==> config.mk <==
export PLATFORM = sky130hd
export DESIGN_NAME = instruction_cycle_timing
export DESIGN_NICKNAME = d
export VERILOG_FILES = /design/src/verilog/instruction_cycle_timing.v
export VERILOG_INCLUDE_DIRS = /design/src /design/src/verilog
export SDC_FILE = /design/constraint.sdc
export NUM_CORES = 1
export LEC_CHECK = 0
export BUFFER_PORTS_ARGS = -buffer_cell sky130_fd_sc_hd__buf_2
export CORE_ASPECT_RATIO = 0.7
export CORE_MARGIN = 4
export CORE_UTILIZATION = 44
export DETAILED_ROUTE_END_ITERATION = 8
export PLACE_DENSITY = 0.85
export SLEW_MARGIN = 20
export SYNTH_ARGS = -nofsm -noshare
export SYNTH_HDL_FRONTEND = slang
export SYNTH_SLANG_ARGS = --single-unit
export TNS_END_PERCENT = 100
==> constraint.sdc <==
create_clock -name sys_clk -period 1.9 [get_ports sys_clk]
set_input_delay 0.38 -clock sys_clk [delete_from_list [all_inputs] [get_ports sys_clk]]
set_output_delay 0.38 -clock sys_clk [all_outputs]
set_load 0.01 [all_outputs]
==> src/verilog/cycle_timing_regs.vh <==
// Purpose: constants for the instruction cycle timing block
// Assumes: one system clock domain, no software-visible registers
// Notes:   phase codes are one-hot, one per system clock of a cycle
// Functional notes
// (RULE_01) One instruction cycle is made of exactly four system clocks.
// (RULE_02) Any instruction not listed as an exception takes one cycle.
// (RULE_03) Branch, call and table read instructions take two cycles.
// (RULE_04) Jump, call, return and return-from-interrupt add one cycle.
// (RULE_05) A write to the program counter low byte jumps and adds a cycle.
// (RULE_06) A conditional skip adds a cycle only when the skip is taken.
// (RULE_07) Moves exist from register to accumulator, back, and immediate.
// (RULE_08) The extra cycle discards the prefetched word and refetches.
`ifndef CYCLE_TIMING_REGS_VH
`define CYCLE_TIMING_REGS_VH
`define SYS_CLK_NS        100
`define PHASES_PER_CYCLE  4
`define PHASE_W           4
`define PHASE_1           4'h1
`define PHASE_2           4'h2
`define PHASE_3           4'h4
`define PHASE_4           4'h8
`define MOVE_W            2
`define MOVE_NONE         2'h0
`define MOVE_REG_TO_ACC   2'h1
`define MOVE_ACC_TO_REG   2'h2
`define MOVE_IMM_TO_ACC   2'h3
`define DATA_W            8
`define PHASE_RST         4'h1
`define EXTRA_RST         1'h0
`define ACC_RST           8'h00
`define WDATA_RST         8'h00
`define WE_RST            1'h0
`endif

==> src/verilog/instruction_cycle_timing.v <==
// Purpose: sequence instruction cycles and stretch two-cycle instructions
// Assumes: decoder supplies class flags during the executing cycle
// Notes:   clk_en low freezes all state
`timescale 1ns/100ps
`include "cycle_timing_regs.vh"
module instruction_cycle_timing (
    input  wire                 sys_clk,
    input  wire                 resetn,
    input  wire                 clk_en,
    input  wire                 is_branch,
    input  wire                 is_call,
    input  wire                 is_return,
    input  wire                 is_table_read,
    input  wire                 writes_pcl,
    input  wire                 is_skip,
    input  wire                 skip_taken,
    input  wire [`MOVE_W-1:0]   move_kind,
    input  wire [`DATA_W-1:0]   reg_data,
    input  wire [`DATA_W-1:0]   imm_data,
    output reg  [`PHASE_W-1:0]  phase,
    output wire                 cycle_end,
    output reg                  extra_cycle,
    output wire                 execute_en,
    output wire                 fetch_en,
    output wire                 flush_fetch,
    output reg  [`DATA_W-1:0]   acc,
    output reg  [`DATA_W-1:0]   reg_wdata,
    output reg                  reg_we
);

    // class flags gathered into one word, branch in the top bit and the
    // skip outcome in the bottom bit
    wire [6:0]          class_word;

    // decodes of the instruction that is executing now
    wire                stretch;
    wire                last_phase;
    wire                move_to_acc;
    wire                move_to_reg;

    // combinational next values of every register in the block
    reg  [`PHASE_W-1:0] phase_next;
    reg                 extra_next;
    reg  [`DATA_W-1:0]  acc_next;
    reg  [`DATA_W-1:0]  wdata_next;
    reg                 we_next;

    // source picked for a move into the accumulator
    reg  [`DATA_W-1:0]  acc_source;

    // class test shared by the end-of-cycle logic and the flush output;
    // a skip only counts once its test has really chosen to skip, so a
    // skip that falls through costs no more than an ordinary instruction
    function needs_extra;
        input [6:0] cls;
        begin
            // (RULE_03) (RULE_04) (RULE_05) (RULE_06) two-cycle classes
            needs_extra = (|cls[6:2]) | (cls[1] & cls[0]);
        end
    endfunction

    // one move code compare, used by every move decode below
    function is_move;
        input [`MOVE_W-1:0] kind;
        input [`MOVE_W-1:0] code;
        begin
            is_move = (kind == code);
        end
    endfunction

    // rotation of the one-hot phase ring; a code that is not one-hot
    // (an upset, say) is forced back to phase one instead of sticking
    function [`PHASE_W-1:0] rotate_phase;
        input [`PHASE_W-1:0] now;
        begin
            case (now)
                `PHASE_1: begin
                    rotate_phase = `PHASE_2;
                end
                `PHASE_2: begin
                    rotate_phase = `PHASE_3;
                end
                `PHASE_3: begin
                    rotate_phase = `PHASE_4;
                end
                `PHASE_4: begin
                    rotate_phase = `PHASE_1;
                end
                default: begin
                    rotate_phase = `PHASE_1;
                end
            endcase
        end
    endfunction

    // class word and its decodes
    assign class_word  = {is_branch, is_call, is_return, is_table_read,
                          writes_pcl, is_skip, skip_taken};
    assign stretch     = needs_extra(class_word);
    assign last_phase  = (phase == `PHASE_4);

    // (RULE_07) register and immediate forms both land in the accumulator
    assign move_to_acc = is_move(move_kind, `MOVE_REG_TO_ACC)
                       | is_move(move_kind, `MOVE_IMM_TO_ACC);
    assign move_to_reg = is_move(move_kind, `MOVE_ACC_TO_REG);

    // (RULE_01) a cycle ends on the fourth enabled clock
    assign cycle_end   = clk_en & last_phase;

    // (RULE_02) ordinary instructions execute in their one cycle; the
    // added cycle of a stretched instruction executes nothing
    assign execute_en  = cycle_end & ~extra_cycle;

    // (RULE_08) extra cycle fetches from the new counter
    assign fetch_en    = cycle_end;

    // (RULE_08) the word fetched behind a stretched one is thrown away;
    // the flags are only meaningful while execute_en is high
    assign flush_fetch = execute_en & stretch;

    // next phase; clk_en low holds the ring where it is
    always @* begin
        phase_next = phase;
        if (clk_en) begin
            // (RULE_01) rotate through four clocks
            phase_next = rotate_phase(phase);
        end
    end

    // phase ring register
    always @(posedge sys_clk or negedge resetn) begin
        if (!resetn) begin
            phase <= `PHASE_RST;
        end else begin
            phase <= phase_next;
        end
    end

    // next extra cycle flag; it is set once per stretched instruction and
    // cleared at the end of the added cycle, so stretches never chain even
    // if the decoder leaves the class flags standing
    always @* begin
        extra_next = extra_cycle;
        if (cycle_end) begin
            // (RULE_08) discard prefetched word for one cycle
            extra_next = ~extra_cycle & stretch;
        end
    end

    // extra cycle register
    always @(posedge sys_clk or negedge resetn) begin
        if (!resetn) begin
            extra_cycle <= `EXTRA_RST;
        end else begin
            extra_cycle <= extra_next;
        end
    end

    // accumulator source: immediate when asked for, else the register
    always @* begin
        acc_source = reg_data;
        if (is_move(move_kind, `MOVE_IMM_TO_ACC)) begin
            acc_source = imm_data;
        end
    end

    // next values of the move results; moves commit only at the end of
    // an executing cycle, so the added cycle cannot repeat a move
    always @* begin
        acc_next   = acc;
        wdata_next = reg_wdata;
        we_next    = reg_we;
        if (clk_en) begin
            // write strobe lasts one enabled clock
            we_next = `WE_RST;
            if (execute_en & move_to_acc) begin
                // (RULE_07) register or immediate into accumulator
                acc_next = acc_source;
            end
            if (execute_en & move_to_reg) begin
                // (RULE_07) accumulator out to a register
                wdata_next = acc;
                we_next    = 1'h1;
            end
        end
    end

    // accumulator register
    always @(posedge sys_clk or negedge resetn) begin
        if (!resetn) begin
            acc <= `ACC_RST;
        end else begin
            acc <= acc_next;
        end
    end

    // register write data; held between writes so a slow consumer can
    // still read it after the strobe has gone
    always @(posedge sys_clk or negedge resetn) begin
        if (!resetn) begin
            reg_wdata <= `WDATA_RST;
        end else begin
            reg_wdata <= wdata_next;
        end
    end

    // register write strobe
    always @(posedge sys_clk or negedge resetn) begin
        if (!resetn) begin
            reg_we <= `WE_RST;
        end else begin
            reg_we <= we_next;
        end
    end

    // limitation: the class and move inputs must be settled by the fourth
    // phase; nothing here latches them earlier, which saves a stage of
    // flip-flops at the cost of a tighter decoder path
endmodule // instruction_cycle_timing

==> flow_summary.ini <==
[logic_synthesis]
ys_warn_count = 0
synth_cell_types = 23
syn_avg_cell_area_sq_um = 13.83
synth_area_sq_um = 1037
syn-num-nets = 103
syn_inst = 75
ys.flop_type = dfrtp_1
synth_edf_count = 0
async_flop_share_pct = 100.0
ys_seq_area_share_pct = 53.20
ys_ff_latch = 22

[cts]
htree_levels = 1
clkTransAtPathRegs_ns = 0.12
root_buffer = clkbuf_4
cts_buffers = 3
clock-sinks = 22
cts_buffer_depth = 2
postCtsHoldBufs = 0
clk_latency_ns = 0.31
cts_tree = done

[power]
p_total_uw = 1513
power_density_nw_per_um2 = 1083
p_leak_uw = 0.0007748
peakVddDrop_v = 0.0007471

[global_routing]
grt_antenna_before_repair = 0
first_global_vias = 864
grt_max_degree = 23
track_usage_pct = 17.24
gr-total-overflow = 0
grt_pass1_wl_microns = 4222

[sta]
final_hold_viol_count = 0
setup_viol = 0
fin_crit_sh_pct = 97.89
max_freq_mhz = 537.7
rsz0062_at_grt = true
fin_worst_skew_ns = 0.002439
maxSlewHeadroom_pct = 67.79
whs_ns = 0.004006
period_minus_slack_ns = 1.860
fin_ws_ns = 0.04016
slew_viol_final = 0
tightest_slew_ns = 0.4832

[worst_setup_path]
critPathMaxStageDelay_ns = 0.45
cpLargestDelayFamily = simple AND/OR/NAND/NOR gates
critical_path.max_fanout = 3
cp.required_ns = 1.52
reg2reg_from = phase[1]
crit_arrival_ns = 1.48
cp_num_buf_inv = 1
cp-startpoint = phase[1]
start_kind = register
crit_slowest_cell = dfrtp_2
crit_chain = nor4b_4, nand3b_1, nor2_1, buf_2
crit_type = reg2out
cp-end-kind = primary output

[final_layout]
num_antenna_cells = 0
final_core_util_pct = 63.83
fillers = 186
fin_nets = 160
drive_above_1_share_pct = 70.23
final_cells = 163
area_delta_synth_final_pct = 34.74

[drt]
remaining_drc_errors = 0
drt-vias-per-instance = 4.914
first_pass_iters = 4
drt-wirelength-per-cell_microns = 15.75
routed_wl_microns = 2568
dr_total_vias = 801
postRouteAntennaNets = 0
drt_iter0_drc = 31

[floorplan]
chipWidth_microns = 66.03
core_sq_um = 2190
dieHeight_microns = 48.62
ios = 54
dieArea_sq_um = 3210
rows = 14
start_util_pct = 47.37

[placement]
dp_hpwl_microns = 1986
dp_cells = 156
gp_congestion = 0.6521
pre_cts_ws_ns = 0.07644
port_buffers = 53

[job]
cap_violations = 0

[worst_hold_path]
min_path_type = in2async

[outcome]
status = finished, final reports clean
## metal layers
layer	share of wire, %	global-route usage (%)	up-vias
met1	37	17.94	391
met2	56	33.94	26
li1	-	-	384
met3	6.5	5.556	0
met5	0	0	-
met4	0	2.027	0
## kinds of logic (layout without fill, tap and decap cells)
logic type / count (synthesis) / count (layout) / synth area share [%]
muxes: 26 / 26 / 28.11
and+or+nand+nor: 14 / 14 / 10.98
AOI/OAI and AO/OA: 6 / 6 / 4.343
DFF: 22 / 22 / 53.20
buffers and inverters: 7 / 63 / 3.376
## final cells by class
cell class / count / area [sq um] / share of cell area, %
inverters: 3 / 11.26 / 0.8057
well taps: 32 / 40.04 / 2.865
flip-flops and latches: 22 / 554.3 / 39.66
repair buffers: 56 / 287.8 / 20.59
clock buffers: 3 / 22.52 / 1.611
multi-input cells: 46 / 451.7 / 32.32
clock inverters: 1 / 30.03 / 2.149
## cell usage after synthesis (all sizes together), types with 2 or more instances
library cell,count,area [sq um]
buf,3,20.01
o21ai,2,10.01
nand2,2,7.510
nor4b,3,41.29
dfrtp,21,525.5
nor2,2,7.510
inv,3,11.26
nand3b,2,15.01
mux2,25,281.5
## state kept, by name (all words and copies together) (netlist names)
register and flops:
reg_wdata 8, acc 8, reg_we 1, extra_cycle 1
phase 4
## metrics by stage
stage,area [sq um],TNS (ns)
2_1_floorplan,1037,0
3_3_place_gp,1319,0
3_5_place_dp,1319,0
4_1_cts,1388,0
5_1_grt,1398,-0.05041
6_report,1398,0
## final timing paths
check	endpoint	slack (ns)	cells past startpoint
setup / recovery	flush_fetch	0.04	4
hold / removal	phase[2]	0.004	1
setup reg to reg	acc[3]	0.16	4
hold reg to reg	reg_wdata[3]	0.51	1
max in group asynchronous	phase[1]	1.54	1
min in group sys_clk	phase[2]	0.33	2
## what timing repair did
action                     CTS  global route
setup buffers                2             1
gates resized for setup      1             2
setup endpoints to repair    4            10
pin swaps                    1             2
## power breakdown
part / switching (uW) / total (uW) / internal (uW)
Combinational: 206 / 450 / 245
Sequential: 118 / 702 / 583
Clock: 148 / 361 / 213
Total: 472 / 1510 / 1040
## layout by cell type, fill, tap and decap left out, types with 2 or more instances in the layout
cell type,netlist,layout
buf_2,1,53
nand2_1,2,2
o21ai_0,2,2
dfrtp_1,21,19
nor2_1,2,2
clkbuf_4,0,3
nand3b_1,2,2
dfrtp_2,0,2
nor4b_1,2,2
buf_4,2,3
inv_1,3,3
mux2_2,25,25
No activity file was read; power rests on OpenSTA's default activity.
